[config.mk]
export PLATFORM = sky130hd
export DESIGN_NAME = tsr_rewrite_top
export DESIGN_NICKNAME = d
export VERILOG_FILES = /design/src/hw/tsr_pkg.sv /design/src/hw/tsr_fifo_if.sv /design/src/hw/tsr_rewrite_top.sv /design/src/hw/tsr_fifo.sv
export SDC_FILE = /design/constraint.sdc
export NUM_CORES = 2
export LEC_CHECK = 0
export ABC_AREA = 1
export BUFFER_PORTS_ARGS = -buffer_cell sky130_fd_sc_hd__buf_2
export CAP_MARGIN = 0
export CORE_AREA = 5 5 430 432
export DETAILED_ROUTE_END_ITERATION = 7
export DIE_AREA = 0 0 435 437
export GPL_TIMING_DRIVEN = 0
export PLACE_DENSITY = 0.55
export SLEW_MARGIN = 30
export SYNTH_ARGS = -nofsm -noshare
export SYNTH_HDL_FRONTEND = slang
export SYNTH_SLANG_ARGS = --single-unit
[constraint.sdc]
create_clock -name mclk -period 57.4 [get_ports mclk]
set_input_delay 11.48 -clock mclk [delete_from_list [all_inputs] [get_ports mclk]]
set_output_delay 11.48 -clock mclk [all_outputs]
set_load 0.05 [all_outputs]
[src/hw/tsr_pkg.sv]
package tsr_pkg;
  // ---------------------------------------------------------------
  // widths and sizes
  // ---------------------------------------------------------------
  localparam int DATA_W     = 8;
  localparam int TIME_W     = 64;
  localparam int NS_W       = 32;
  localparam int ID_W       = 80;
  localparam int ENTRY_W    = NS_W + ID_W;
  localparam int FIFO_DEPTH = 8;
  localparam int DELAY_CYC  = 16;
  localparam int POS_W      = 7;
  localparam int FCS_LEN    = 4;

  // ---------------------------------------------------------------
  // frame codes
  // ---------------------------------------------------------------
  localparam logic [15:0] ETYPE_PTP = 16'h88f7;
  localparam logic [15:0] ETYPE_OAM = 16'h8902;
  localparam logic [3:0]  MSG_SYNC  = 4'h0;
  localparam logic [3:0]  MSG_DREQ  = 4'h1;
  localparam logic [7:0]  OP_1DM    = 8'h2d;
  localparam logic [7:0]  OP_DMR    = 8'h2e;
  localparam logic [7:0]  OP_DMM    = 8'h2f;

  // ---------------------------------------------------------------
  // byte positions from the first destination address byte
  // ---------------------------------------------------------------
  localparam logic [6:0] POS_ETYPE  = 7'h0c;
  localparam logic [6:0] POS_MSG    = 7'h0e;
  localparam logic [6:0] POS_OPC    = 7'h0f;
  localparam logic [6:0] POS_DOMAIN = 7'h12;
  localparam logic [6:0] POS_DECIDE = 7'h13;
  localparam logic [6:0] POS_CORR   = 7'h16;
  localparam logic [6:0] POS_RESV   = 7'h1e;
  localparam logic [6:0] POS_PORT   = 7'h2a;
  localparam logic [6:0] POS_SEQ    = 7'h2c;
  localparam logic [6:0] POS_ID_END = 7'h2e;
  localparam logic [6:0] POS_TXF    = 7'h12;
  localparam logic [6:0] POS_RXF    = 7'h1a;
  localparam logic [6:0] POS_TXB    = 7'h22;
  localparam logic [6:0] POS_RXB    = 7'h2a;
  localparam logic [3:0] SIZE_NONE  = 4'h0;
  localparam logic [3:0] SIZE_NS    = 4'h4;
  localparam logic [3:0] SIZE_TS    = 4'h8;

  // ---------------------------------------------------------------
  // frame check sequence
  // ---------------------------------------------------------------
  localparam logic [31:0] CRC_INIT = 32'hffffffff;
  localparam logic [31:0] CRC_POLY = 32'hedb88320;

  typedef enum logic [1:0] {
    ACT_NONE   = 2'b00,
    ACT_WRITE  = 2'b01,
    ACT_WRSAVE = 2'b10
  } tsr_act_t;
endpackage

[src/hw/tsr_fifo_if.sv]
`timescale 1ns/1ps
interface tsr_fifo_if #(parameter int WIDTH = 8);
  logic [WIDTH-1:0] wrData;
  logic             wrValid;
  logic             wrReady;
  logic [WIDTH-1:0] rdData;
  logic             rdValid;
  logic             rdReady;
  modport user  (output wrData, output wrValid, input wrReady,
                 input rdData, input rdValid, output rdReady);
  modport store (input wrData, input wrValid, output wrReady,
                 output rdData, output rdValid, input rdReady);
endinterface

[src/hw/tsr_rewrite_top.sv]
// How it works
// - ingress ptp sync/delay_req: write into reserved bytes
// - ingress write puts nanoseconds, then new fcs
// - ingress sync: stamp minus correction, cf plus asymmetry
// - egress ptp: write-save, offset and size zero
// - egress id to fifo holds sequence id
// - egress ptp zeroes the reserved header field
// - write-save sends stamp to fifo, sets save
// - fifo keeps stamp with frame identifier
// - egress fifo value plus correction, delay_req minus asymmetry
// - ingress 1dm/dmm/dmr stamp the receive field
// - egress 1dm/dmm stamp forward transmit field
// - egress dmr stamp backward transmit field
// - delay measurement write then fcs recompute
// - ingress oam stamp is time minus correction
// - egress oam stamp is time plus correction
// - optional receive stamp kept in fifo entry
// - unmatched frames pass, stamp discarded
// - frame length and gaps kept unchanged
// - time captured at start of frame
`timescale 1ns/1ps
module tsr_rewrite_top
  import tsr_pkg::*;
#(
  parameter int DLY   = DELAY_CYC,
  parameter int DEPTH = FIFO_DEPTH
) (
  // clock and reset
  input  wire logic               mclk,
  input  wire logic               rst,
  // configuration
  input  wire logic               egressDir,
  input  wire logic [7:0]         cfgDomain,
  input  wire logic [2:0]         cfgMepLevel,
  input  wire logic [NS_W-1:0]    localCorrection,
  input  wire logic [NS_W-1:0]    asymmetry,
  input  wire logic               saveRxStamp,
  // local time
  input  wire logic [TIME_W-1:0]  localTime,
  // incoming byte stream
  input  wire logic [DATA_W-1:0]  inData,
  input  wire logic               inValid,
  input  wire logic               inSof,
  input  wire logic               inEof,
  output logic                    streamReady,
  // outgoing byte stream
  output logic [DATA_W-1:0]       outData,
  output logic                    outValid,
  output logic                    outSof,
  output logic                    outEof,
  // transmit stamp queue
  output logic [ENTRY_W-1:0]      tsData,
  output logic                    tsValid,
  input  wire logic               tsReady
);
  // ---------------------------------------------------------------
  // helpers
  // ---------------------------------------------------------------
  function automatic logic inRange(input logic [6:0] p, input logic [6:0] b,
                                   input logic [3:0] n);
    return (int'(p) >= int'(b)) && (int'(p) < int'(b) + int'(n));
  endfunction

  function automatic logic [6:0] posStep(input logic [6:0] p);
    return (p == 7'h7f) ? p : p + 7'h01;
  endfunction

  function automatic logic [7:0] pickByte(input logic [63:0] v, input logic [2:0] i);
    return v[{i, 3'b000} +: 8];
  endfunction

  function automatic logic [31:0] crcByte(input logic [31:0] c, input logic [7:0] d);
    logic [31:0] r;
    r = c ^ {24'h000000, d};
    for (int i = 0; i < 8; i++) begin
      r = r[0] ? ((r >> 1) ^ CRC_POLY) : (r >> 1);
    end
    return r;
  endfunction

  // ---------------------------------------------------------------
  // input position and field capture
  // ---------------------------------------------------------------
  logic [6:0]        inCnt_r;
  logic [6:0]        inPos;
  logic [TIME_W-1:0] capTime_r;
  logic [15:0]       etype_r;
  logic [7:0]        msgByte_r;
  logic [7:0]        opcode_r;
  logic [7:0]        domain_r;
  logic [63:0]       corr_r;
  logic [31:0]       resv_r;
  logic [15:0]       port_r;
  logic [15:0]       seq_r;

  assign inPos = inSof ? 7'h00 : inCnt_r;

  always_ff @(posedge mclk or posedge rst) begin
    if (rst) begin
      inCnt_r <= '0;
    end else if (inValid) begin
      inCnt_r <= posStep(inPos);
    end
  end

  always_ff @(posedge mclk or posedge rst) begin
    if (rst) begin
      capTime_r <= '0;
    end else if (inValid && inSof) begin
      capTime_r <= localTime;
    end
  end

  always_ff @(posedge mclk or posedge rst) begin
    if (rst) begin
      etype_r   <= '0;
      msgByte_r <= '0;
      opcode_r  <= '0;
      domain_r  <= '0;
      corr_r    <= '0;
      resv_r    <= '0;
      port_r    <= '0;
      seq_r     <= '0;
    end else if (inValid) begin
      if (inRange(inPos, POS_ETYPE, 4'h2)) etype_r <= {etype_r[7:0], inData};
      if (inPos == POS_MSG) msgByte_r <= inData;
      if (inPos == POS_OPC) opcode_r <= inData;
      if (inPos == POS_DOMAIN) domain_r <= inData;
      if (inRange(inPos, POS_CORR, SIZE_TS)) corr_r <= {corr_r[55:0], inData};
      if (inRange(inPos, POS_RESV, SIZE_NS)) resv_r <= {resv_r[23:0], inData};
      if (inRange(inPos, POS_PORT, 4'h2)) port_r <= {port_r[7:0], inData};
      if (inRange(inPos, POS_SEQ, 4'h2)) seq_r <= {seq_r[7:0], inData};
    end
  end

  // ---------------------------------------------------------------
  // analyzer
  // ---------------------------------------------------------------
  logic       ptpHit;
  logic       oamHit;
  logic       isSync;
  logic       decide;
  tsr_act_t   act_r;
  logic [6:0] wrOff_r;
  logic [3:0] wrSize_r;
  logic       zeroResv_r;
  logic       corrAdd_r;
  logic [63:0] stamp_r;
  logic [63:0] corrNew_r;
  logic [NS_W-1:0] nsSub;
  logic [NS_W-1:0] nsAdd;

  assign isSync = (msgByte_r[3:0] == MSG_SYNC);
  assign ptpHit = (etype_r == ETYPE_PTP) && (domain_r == cfgDomain)
                  && (isSync || msgByte_r[3:0] == MSG_DREQ);
  assign oamHit = (etype_r == ETYPE_OAM) && (msgByte_r[7:5] == cfgMepLevel)
                  && (opcode_r == OP_1DM || opcode_r == OP_DMM || opcode_r == OP_DMR);
  assign decide = inValid && (inPos == POS_DECIDE);
  assign nsSub  = capTime_r[NS_W-1:0] - localCorrection;
  assign nsAdd  = capTime_r[NS_W-1:0] + localCorrection;

  always_ff @(posedge mclk or posedge rst) begin
    if (rst) begin
      act_r      <= ACT_NONE;
      wrOff_r    <= '0;
      wrSize_r   <= SIZE_NONE;
      zeroResv_r <= 1'b0;
      corrAdd_r  <= 1'b0;
      stamp_r    <= '0;
    end else if (decide) begin
      act_r      <= ACT_NONE;
      wrOff_r    <= '0;
      wrSize_r   <= SIZE_NONE;
      zeroResv_r <= 1'b0;
      corrAdd_r  <= 1'b0;
      stamp_r    <= '0;
      if (ptpHit && !egressDir) begin
        act_r     <= ACT_WRITE;
        wrOff_r   <= POS_RESV;
        wrSize_r  <= SIZE_NS;
        corrAdd_r <= isSync;
        stamp_r   <= {capTime_r[TIME_W-1:NS_W], nsSub};
      end else if (ptpHit) begin
        act_r      <= ACT_WRSAVE;
        zeroResv_r <= 1'b1;
        stamp_r    <= {capTime_r[TIME_W-1:NS_W], isSync ? nsAdd : nsAdd - asymmetry};
      end else if (oamHit && !egressDir) begin
        act_r    <= ACT_WRITE;
        wrOff_r  <= (opcode_r == OP_DMR) ? POS_RXB : POS_RXF;
        wrSize_r <= SIZE_TS;
        stamp_r  <= {capTime_r[TIME_W-1:NS_W], nsSub};
      end else if (oamHit) begin
        act_r    <= ACT_WRITE;
        wrOff_r  <= (opcode_r == OP_DMR) ? POS_TXB : POS_TXF;
        wrSize_r <= SIZE_TS;
        stamp_r  <= {capTime_r[TIME_W-1:NS_W], nsAdd};
      end
    end
  end

  always_ff @(posedge mclk or posedge rst) begin
    if (rst) begin
      corrNew_r <= '0;
    end else if (inValid && inPos == POS_RESV) begin
      corrNew_r <= corr_r + {{32{asymmetry[31]}}, asymmetry};
    end
  end

  // ---------------------------------------------------------------
  // stamp queue feed
  // ---------------------------------------------------------------
  tsr_fifo_if #(.WIDTH(ENTRY_W)) tsq ();
  logic               pushPend_r;
  logic [ENTRY_W-1:0] pushData_r;
  logic               pushNow;

  assign pushNow     = inValid && (inPos == POS_ID_END) && (act_r == ACT_WRSAVE);
  assign tsq.wrValid = pushPend_r;
  assign tsq.wrData  = pushData_r;
  assign tsq.rdReady = tsReady;
  assign tsData      = tsq.rdData;
  assign tsValid     = tsq.rdValid;
  assign streamReady = !pushPend_r;

  always_ff @(posedge mclk or posedge rst) begin
    if (rst) begin
      pushPend_r <= 1'b0;
      pushData_r <= '0;
    end else if (pushNow) begin
      pushPend_r <= 1'b1;
      pushData_r <= {stamp_r[NS_W-1:0], saveRxStamp ? resv_r : 32'h00000000,
                     seq_r, port_r, domain_r, 4'h0, msgByte_r[3:0]};
    end else if (tsq.wrReady) begin
      pushPend_r <= 1'b0;
    end
  end

  tsr_fifo #(
    .WIDTH(ENTRY_W),
    .DEPTH(DEPTH)
  ) u_fifo (
    .mclk(mclk),
    .rst (rst),
    .q   (tsq.store)
  );

  // ---------------------------------------------------------------
  // delay line
  // ---------------------------------------------------------------
  logic [DATA_W-1:0] dlData [DLY];
  logic [DLY-1:0]    dlVal;
  logic [DLY-1:0]    dlSof;
  logic [DLY-1:0]    dlEof;

  always_ff @(posedge mclk or posedge rst) begin
    if (rst) begin
      for (int i = 0; i < DLY; i++) dlData[i] <= '0;
      dlVal <= '0;
      dlSof <= '0;
      dlEof <= '0;
    end else begin
      dlData[0] <= inData;
      for (int i = 1; i < DLY; i++) dlData[i] <= dlData[i-1];
      dlVal <= {dlVal[DLY-2:0], inValid};
      dlSof <= {dlSof[DLY-2:0], inValid && inSof};
      dlEof <= {dlEof[DLY-2:0], inValid && inEof};
    end
  end

  // ---------------------------------------------------------------
  // rewriter
  // ---------------------------------------------------------------
  logic [6:0]  outCnt_r;
  logic [6:0]  outPos;
  logic [31:0] crc_r;
  logic [7:0]  byteNxt;
  logic        fcsZone;
  logic [1:0]  fcsIdx;
  logic        modNxt;
  logic        modOut_r;

  assign outPos = dlSof[DLY-1] ? 7'h00 : outCnt_r;

  always_comb begin
    fcsZone = 1'b0;
    fcsIdx  = 2'b00;
    for (int k = 0; k < FCS_LEN; k++) begin
      if (dlEof[DLY-1-k]) begin
        fcsZone = 1'b1;
        fcsIdx  = 2'(FCS_LEN - 1 - k);
      end
    end
  end

  always_comb begin
    byteNxt = dlData[DLY-1];
    modNxt  = (act_r != ACT_NONE);
    if (act_r != ACT_NONE && inRange(outPos, wrOff_r, wrSize_r)) begin
      byteNxt = pickByte(stamp_r, 3'(wrSize_r - 4'h1 - 4'(outPos - wrOff_r)));
    end
    if (zeroResv_r && inRange(outPos, POS_RESV, SIZE_NS)) begin
      byteNxt = 8'h00;
    end
    if (corrAdd_r && inRange(outPos, POS_CORR, SIZE_TS)) begin
      byteNxt = pickByte(corrNew_r, 3'(4'h7 - 4'(outPos - POS_CORR)));
    end
    if (modNxt && fcsZone) begin
      byteNxt = pickByte({32'h00000000, ~crc_r}, {1'b0, fcsIdx});
    end
  end

  always_ff @(posedge mclk or posedge rst) begin
    if (rst) begin
      outCnt_r <= '0;
      crc_r    <= CRC_INIT;
    end else if (dlVal[DLY-1]) begin
      outCnt_r <= posStep(outPos);
      if (!fcsZone) begin
        crc_r <= crcByte(dlSof[DLY-1] ? CRC_INIT : crc_r, byteNxt);
      end
    end
  end

  // one byte out per byte in
  always_ff @(posedge mclk or posedge rst) begin
    if (rst) begin
      outData  <= '0;
      outValid <= 1'b0;
      outSof   <= 1'b0;
      outEof   <= 1'b0;
      modOut_r <= 1'b0;
    end else begin
      outData  <= byteNxt;
      outValid <= dlVal[DLY-1];
      outSof   <= dlSof[DLY-1];
      outEof   <= dlEof[DLY-1];
      modOut_r <= modNxt;
    end
  end

  // ---------------------------------------------------------------
  // checks
  // ---------------------------------------------------------------
  a_len_kept: assert property (@(posedge mclk) disable iff (rst)
    outValid == $past(inValid, DLY + 1) && outSof == $past(inValid && inSof, DLY + 1))
    else $error("stream shape changed");
  a_pass_through: assert property (@(posedge mclk) disable iff (rst)
    outValid && !modOut_r |-> outData == $past(inData, DLY + 1))
    else $error("unmatched frame modified");
  a_time_capture: assert property (@(posedge mclk) disable iff (rst)
    inValid && inSof |=> capTime_r == $past(localTime))
    else $error("time not captured at sof");
  a_ing_ptp_write: assert property (@(posedge mclk) disable iff (rst)
    decide && ptpHit && !egressDir
    |=> act_r == ACT_WRITE && wrOff_r == POS_RESV && wrSize_r == SIZE_NS)
    else $error("ingress ptp action wrong");
  a_egr_ptp_save: assert property (@(posedge mclk) disable iff (rst)
    decide && ptpHit && egressDir
    |=> act_r == ACT_WRSAVE && wrSize_r == SIZE_NONE && zeroResv_r)
    else $error("egress ptp action wrong");
  a_ing_oam_stamp: assert property (@(posedge mclk) disable iff (rst)
    decide && oamHit && !egressDir
    |=> stamp_r[NS_W-1:0] == $past(capTime_r[NS_W-1:0] - localCorrection))
    else $error("ingress oam stamp wrong");
  a_egr_oam_stamp: assert property (@(posedge mclk) disable iff (rst)
    decide && oamHit && egressDir
    |=> stamp_r[NS_W-1:0] == $past(capTime_r[NS_W-1:0] + localCorrection))
    else $error("egress oam stamp wrong");
  a_fifo_entry: assert property (@(posedge mclk) disable iff (rst)
    pushNow |=> pushPend_r && pushData_r[ENTRY_W-1 -: NS_W] == $past(stamp_r[NS_W-1:0])
    && pushData_r[47:32] == $past(seq_r))
    else $error("queue entry wrong");
  a_resv_zeroed: assert property (@(posedge mclk) disable iff (rst)
    dlVal[DLY-1] && zeroResv_r && inRange(outPos, POS_RESV, SIZE_NS) && !fcsZone
    |=> outData == 8'h00)
    else $error("reserved field not cleared");

  c_ing_write: cover property (@(posedge mclk) disable iff (rst)
    decide && ptpHit && !egressDir);
  c_egr_save: cover property (@(posedge mclk) disable iff (rst) pushNow);
  c_oam_egress: cover property (@(posedge mclk) disable iff (rst)
    decide && oamHit && egressDir);
  c_queue_full: cover property (@(posedge mclk) disable iff (rst)
    pushPend_r && !tsq.wrReady);
endmodule

[src/hw/tsr_fifo.sv]
`timescale 1ns/1ps
module tsr_fifo #(
  parameter int WIDTH = 8,
  parameter int DEPTH = 8
) (
  // clock and reset
  input wire logic  mclk,
  input wire logic  rst,
  // queue
  tsr_fifo_if.store q
);
  localparam int PW = $clog2(DEPTH);

  logic [WIDTH-1:0] mem [DEPTH];
  logic [PW-1:0]    wrPtr_r;
  logic [PW-1:0]    rdPtr_r;
  logic [PW:0]      count_r;
  logic             doWr;
  logic             doRd;

  function automatic logic [PW-1:0] ptrStep(input logic [PW-1:0] p);
    return (p == PW'(DEPTH - 1)) ? '0 : p + 1'b1;
  endfunction

  assign q.wrReady = (count_r != (PW+1)'(DEPTH));
  assign q.rdValid = (count_r != '0);
  assign q.rdData  = mem[rdPtr_r];
  assign doWr      = q.wrValid && q.wrReady;
  assign doRd      = q.rdValid && q.rdReady;

  always_ff @(posedge mclk) begin
    if (doWr) begin
      mem[wrPtr_r] <= q.wrData;
    end
  end

  always_ff @(posedge mclk or posedge rst) begin
    if (rst) begin
      wrPtr_r <= '0;
      rdPtr_r <= '0;
    end else begin
      if (doWr) begin
        wrPtr_r <= ptrStep(wrPtr_r);
      end
      if (doRd) begin
        rdPtr_r <= ptrStep(rdPtr_r);
      end
    end
  end

  always_ff @(posedge mclk or posedge rst) begin
    if (rst) begin
      count_r <= '0;
    end else if (doWr && !doRd) begin
      count_r <= count_r + 1'b1;
    end else if (doRd && !doWr) begin
      count_r <= count_r - 1'b1;
    end
  end
endmodule

Word level (Yosys, flattened, before mapping)
Memories as Yosys holds them, arrays and structs flattened.
Index checks and enable logic that the tools add are counted.
{"block": "classes", "add_sub_neg": 16, "order_cmp": 16, "eq_ne": 20, "shift": 3, "muxes": 56, "n_bitwise": 11, "reduce_logical": 49}
{"cell": "$mux 32", "n": 11}
{"cell": "$mux 64", "n": 4}
{"cell": "$shiftx 64x7->8", "n": 2}
{"cell": "$not 13->14", "n": 8}
{"cell": "$add 64x64->64", "n": 1}
{"cell": "$shiftx 64x6->8", "n": 1}
{"cell": "$sub 32x32->32", "n": 2}
{"cell": "$mux 6", "n": 6}
{"cell": "$add 32x32->32", "n": 1}
{"cell": "$eq 16x16->1 const B", "n": 2}
{"cell": "$mux 8", "n": 4}
{"cell": "$not 32->32", "n": 1}
{"cell": "$xor 32x8->32", "n": 1}
{"cell": "$ge 7x5->1 const B", "n": 4}
{"cell": "$logic_and 1x1->1", "n": 28}
{"cell": "$lt 7x6->1 const B", "n": 4}
{"cell": "$mux 7", "n": 4}
{"cell": "$eq 8x6->1 const B", "n": 3}
{"cell": "$mux 4", "n": 6}
{"cell": "$eq 7x5->1 const B", "n": 3}
{"cell": "$reduce_and 2->1", "n": 9}
{"cell": "$add 7x1->7 const B", "n": 2}
{"cell": "$eq 7x4->1 const B", "n": 2}
{"cell": "$eq 7x7->1 const B", "n": 2}
{"cell": "30 further kinds", "n": 60}
{"block": "totals", "regBits": 726, "ramBits": 864, "out_inout_bits": 125, "word_cells": 219, "memories": 1}
{"memory": "u_fifo.mem", "depth": 8, "word_bits": 108, "rd": 1, "rd_clocked_by_memory_dff": 0, "wr": 1, "line": "tsr_fifo.sv:14", "source": "logic [WIDTH-1:0] mem [DEPTH];"}

Logic depth before layout (Yosys ltp)
{"block": "depth", "depth_word": 25, "depth_mapped": 30}

Modules after synthesis
A second synthesis with hierarchy kept.
{"block": "hier_totals", "cells_unflattened": 8742, "area_unflattened_um2": 77344.2}
{"module": "tsr_fifo", "n_inst": 1, "cells_each": 3957, "area_each_um2": 39123.8, "seq_area_each_um2": 27156.0}
{"module": "tsr_rewrite_top", "n_inst": 1, "cells_each": 4785, "area_each_um2": 38220.4, "seq_area_each_um2": 17782.1}

Worst setup path before layout
OpenSTA, ideal clock, no wires.
{"block": "synth_path", "kind": "input to register", "from": "in localCorrection[2]", "to": "reg stamp_r[27]", "setup_ns": 0.139, "arrival_time_ns": 14.750, "required_time_ns": 57.261, "slack_ns": 42.511, "cell_stages": 27, "cell_sequence": "inv_1 > ha_1 > inv_2 > a21oi_1 > o21ai_1 > a21oi_1 > o21ai_1 > nand2_1 > nand2_1 > nand2_1 > nand2_1 > a21o_1 > or2_1 > and2_1 > ha_1 > nand2_1 > o21ai_0 > a21oi_1 > inv_1 > a21oi_1 > nand2_1 > a21o_1 > or2_2 > nand3_1 > nand2_1 > nand2_1 > a22oi_1"}
{"block": "synth_between", "elab_chain_len": 5, "elab_cells_between_ends": 8, "classes_between": "add/sub: 3; mux: 5"}
{"item": "start: declaration", "line": "tsr_rewrite_top.sv:35", "source": "input wire logic [NS_W-1:0] localCorrection,"}
{"item": "$add 32x32->32", "line": "tsr_rewrite_top.sv:160", "source": "assign nsAdd = capTime_r[NS_W-1:0] + localCorrection;"}
{"item": "$sub 32x32->32 / $mux 64 (equally long branches)", "line": "tsr_rewrite_top.sv:186, tsr_rewrite_top.sv:192"}
{"item": "$mux 32 / $mux 64 (equally long branches)", "line": "tsr_rewrite_top.sv:186, tsr_rewrite_top.sv:187"}
{"item": "$mux 64", "line": "tsr_rewrite_top.sv:183", "source": "end else if (ptpHit) begin"}
{"item": "$mux 64 *", "line": "tsr_rewrite_top.sv:177", "source": "if (ptpHit && !egressDir) begin"}
{"item": "end signal: assignment", "line": "tsr_rewrite_top.sv:182", "source": "stamp_r <= {capTime_r[TIME_W-1:NS_W], nsSub};"}
{"item": "end signal: assignment", "line": "tsr_rewrite_top.sv:186", "source": "stamp_r <= {capTime_r[TIME_W-1:NS_W], isSync ? nsAdd : nsAdd - asymmetry};"}
{"item": "end signal: assignment", "line": "tsr_rewrite_top.sv:191", "source": "stamp_r <= {capTime_r[TIME_W-1:NS_W], nsSub};"}
{"item": "end: declaration", "line": "tsr_rewrite_top.sv:148", "source": "logic [63:0] stamp_r;"}
Every way passes the cells marked *; elsewhere a longest branch is shown, timed or not.
A chain may end at the register's enable or synchronous reset.

Worst setup path after layout
{"block": "layout_path", "from": "reg u_fifo.rdPtr_r[0]", "to": "out tsData[105]"}
{"block": "layout_between", "elab_chain_len": 1}
{"item": "start: declaration", "line": "tsr_fifo.sv:16", "source": "logic [PW-1:0] rdPtr_r;"}
{"item": "start signal: assignment", "line": "tsr_fifo.sv:46", "source": "rdPtr_r <= ptrStep(rdPtr_r);"}
{"item": "$mem_v2 8x108"}
{"item": "end: declaration", "line": "tsr_rewrite_top.sv:52", "source": "output logic [ENTRY_W-1:0] tsData,"}
No other way between the ends.

==> results <==
- In the final design database the tool counted 8152 nets.
- Post-CTS timing repair inserted 0 buffers for setup.
- The average routed wire per standard cell is between 20 and 25 um.
- The worst setup path is captured at an output port.
- The clock tree root driver cell is clkbuf_16.
- The placed instances occupy a cell area of between 70000 and 80000 um^2.
- The total track usage is between 20% and 30%.
- Setup repair after global routing left no endpoint under its margin.
- In this run, post-CTS hold repair placed 0 buffers.
- The number of search-and-repair iterations in the first detailed-routing pass is 6.
- The remaining design rule violation count is 0.
- For the worst setup path, the data arrival time is ~5 ns.
- Power spread over the standard cell area amounts to 43.6 nW/um^2.
- The library cells used most frequently in the layout, excluding fill and tap cells, are nand2_1 (1244), nor2_1 (1127), o21ai_0 (946).
- The wire length reported by the detailed router is 229000 um.
- The initial core utilization is 39.8%.
- The synthesized-area fraction occupied by ao, oa, aoi and oai cells is about 12%.
- The first-iteration detailed-routing DRC count is around 4700.
- IR analysis of the VDD net gives a maximum drop of approximately 0.031 mV.
- During placement, the flow inserted port buffers numbering 273.
- The first global-routing pass estimated about 340000 um of wire.
- The area growth from synthesis to layout is 16.6%.
- The final worst-path cycle share is 28.7%.
- The slowest stage of the critical path is the clkbuf_1 cell.
- The total half-perimeter wirelength after legalization and detailed placement is 171000 um.
- The classification of the worst setup path is flop to output port.
- The die span in x is approximately 440 um.
- Yosys mapped the design onto 61 distinct sky130hd cell types.
- The number of antenna violations at the first check in global routing is 16.
- The post-synthesis sequential area ratio is between 60% and 70%.
- The most frequent standard cell in the layout excluding fill and tap cells is nand2_1.
- The total number of vias is ~54000.
- After routing the design area is ~84000 um^2.
- between 200 and 300 I/O pins were placed.
- The count of final max-slew check failures is 0.
- Across the routed clock network, the largest skew measured is 0.0416 ns.
- The flow ran to the end, and the final reports show no timing, DRC or antenna violations.
- The final hold violation count is 0.
- In this run the static leakage power is between 30 and 40 nW.
- Of the total synthesized cell area, the portion taken by AND, OR, NAND and NOR gates is approximately 16%.
- The number of nets with antenna violations after routing is 0.
- The number of flip-flops and latches in the synthesized netlist is between 1500 and 2000.
- The largest net degree at the start of global routing is 93.
- Setup violations remaining at the end of the flow were counted as 0.
- After detailed routing, the number of vias per cell comes to about 5.2.
- Counting every instance in the synthesized netlist gives 7298.
- After routing, the total negative slack on setup checks comes to 0 ns.
- For the pin with the worst max-slew slack, the measured transition is approximately 1 ns.
- Measured along the y axis, the die boundary spans 437 um.
- The die outline area is about 190000 um^2.
- Of the post-synthesis cell area, the part taken by muxes is less than 1%.
- The H-tree was split into 4 levels.
- The clock tree from TritonCTS is done.
- The clock period minus final worst setup slack is roughly 16 ns.
- For this run, the slowest stage of the critical path takes roughly 0.77 ns.
- The worst pin sits at a relative slew slack of 33.7%.
- The count of flip-flops with a built-in enable after synthesis is 864.
- The core region is 180000 um^2.
- For this run the aggregate overflow at the end of global routing stands at 0.
- The number of inserted filler cells in the final layout is 17000.
- By area, the combinational part of the netlist is dominated by simple AND/OR/NAND/NOR gates.
- In this run the register-to-register setup slack is 52.50 ns.
- The most instantiated flip-flop cell in the synthesis netlist is edfxtp_1.
- The launching element type of the critical path is a flop.
- The number of placement rows is 156.
- Of all flip-flops after synthesis, the portion carrying an async set or reset was between 40% and 50%.
- The number of resized instances in the post-cts repair step is 0.
- CTS saw roughly 1600 sinks.
- The number of buffers between clock root and the deepest sink is 3.
- The critical path goes through clkinv_1 -> clkbuf_2 -> clkbuf_1 -> clkbuf_1 -> nor2_1 -> o22ai_1 -> nor2_1 -> a31oi_1 -> buf_2.
- The highest fanout seen on the critical path is 10.
- The post-synthesis xor/xnor area fraction is under 10%.
- The via count of the first global-routing pass is roughly 53000.
- The insertion delay of the later-clocked pin in the worst-skew pair is between 0.8 and 0.9 ns.
- The required time reported for the critical path endpoint is 45.92 ns.
- The fmax is ~0.061 GHz.
- The cell area after technology mapping is around 70000 um^2.
- The routability congestion estimate is 0.936.
- After Yosys synthesis, full adders, half adders and majority gates account for under 10% of the synthesized area.
- In this run the worst hold path is classified as flop to flop.
- The average instance in the mapped netlist occupies about 9.8 um^2.
- Of the cells placed in the final design, the portion with a size suffix greater than 1 is approximately a tenth.
- For this run, the number of Yosys warnings is 0.
- Counting the buffers created by CTS gives about 170.
- The count of max-cap constraint violations is 0.
- After clock tree synthesis, the clock-pin slew on the worst setup and hold paths is roughly 0.060 ns.
## worst max-delay path, delay by kind of cell, from the launching register on
kind                   cells  cell delay, ns
flip-flops                 1            0.40
AND/OR/NAND/NOR            2            0.14
AO/OA/AOI/OAI              2            0.76
buffers and inverters      5            2.83
## logic make-up after synthesis
kind of cell / after synthesis
mux: 46
buf+inv: 909
fa+ha+maj: 185
flops: 1583
other cells: 1
compound gates: 1628
xor+xnor: 128
simple gates: 2818
## worst paths after layout
path | startpoint | to | cells after the start
max | u_fifo.rdPtr_r[0]$_DFFE_PP0P_ | tsData[105] | 9
min | dlData[23]$_DFF_PP0_ | dlData[15]$_DFF_PP0_ | 0
max reg2reg | capTime_r[2]$_DFFE_PP0P_ | stamp_r[27]$_DFFE_PP0P_ | 27
min reg2reg | dlData[23]$_DFF_PP0_ | dlData[15]$_DFF_PP0_ | 0
max in group asynchronous | rst | pushData_r[33]$_DFFE_PP0P_ | 6
min in group asynchronous | rst | capTime_r[15]$_DFFE_PP0P_ | 2
## layout make-up
class	instances	area [um^2]	share of cell area (%)
diodes	9	22.5	0.0269
plain buffers	314	1310	1.56
clock buffers	237	4700	5.62
clock inverters	74	910	1.09
inverters	595	2240	2.68
multi-input cells	4809	24300	29.0
flip-flops and latches	1583	44000	52.6
well taps	2370	2970	3.55
repair buffers	342	3220	3.85
## power breakdown
part,internal (mW),leakage (nW),switching (mW)
Combinational,0.323,15.0,0.962
Sequential,1.24,16.9,0.0269
Clock,0.631,2.72,0.465
## stage by stage
step | power (mW) | util (%) | setup slack [ns] | std cells | hold slack, ns
2_1_floorplan | 2.13 | - | 25.80 | 7301 | 0.331
3_3_place_gp | 2.56 | 42.2 | 17.65 | 9944 | 0.332
3_5_place_dp | 2.58 | 43.3 | 41.24 | 10000 | 0.335
4_1_cts | 3.68 | 46.4 | 40.70 | 10300 | 0.323
5_1_grt | 3.82 | 46.4 | 40.86 | 10300 | 0.330
6_report | 3.64 | 46.4 | 40.92 | 10300 | 0.323
## state kept, by name, indices dropped and copies added, names as in the netlist, 5 cells and up
name	flops
capTime_r	64
corrNew_r	64
corr_r	64
crc_r	32
dlData	128
dlEof	16
dlSof	16
dlVal	16
domain_r	8
etype_r	16
inCnt_r	7
msgByte_r	7
opcode_r	8
outCnt_r	7
outData	8
port_r	16
pushData_r	108
resv_r	32
seq_r	16
stamp_r	64
u_fifo.mem	864
wrOff_r	5
## cells in the mapped netlist (22+ instances only)
| cell | n | share of area, % |
|---|---|---|
| a21oi_1 | 286 | 2.0 |
| nor3_1 | 35 | 0.24 |
| dfrtp_1 | 687 | 24 |
| buf_2 | 22 | 0.15 |
| buf_1 | 25 | 0.13 |
| nor2_1 | 1135 | 5.9 |
| nand2_1 | 1244 | 6.5 |
| nand2_2 | 31 | 0.27 |
| clkbuf_1 | 253 | 1.3 |
| edfxtp_1 | 864 | 36 |
| a31oi_1 | 148 | 1.3 |
| o211ai_1 | 26 | 0.27 |
| xor2_1 | 91 | 1.1 |
| dfstp_2 | 32 | 1.2 |
| o22ai_1 | 119 | 1.0 |
| xnor2_1 | 34 | 0.42 |
| o21ai_0 | 946 | 6.6 |
| mux2_2 | 45 | 0.71 |
| ha_1 | 179 | 3.1 |
| nand4_1 | 36 | 0.31 |
| inv_1 | 577 | 3.0 |
| nand3_1 | 259 | 1.8 |
## per-layer routing
layer / up-vias / global-route usage, % / wire [um]
met1: 26300 / 30.1 / 94700
met3: 404 / 3.22 / 12300
met5: - / 0 / 9
li1: 25900 / - / -
met4: 2 / 11.2 / 11900
met2: 1618 / 39.8 / 111000
No activity file was read; power rests on OpenSTA's default activity.
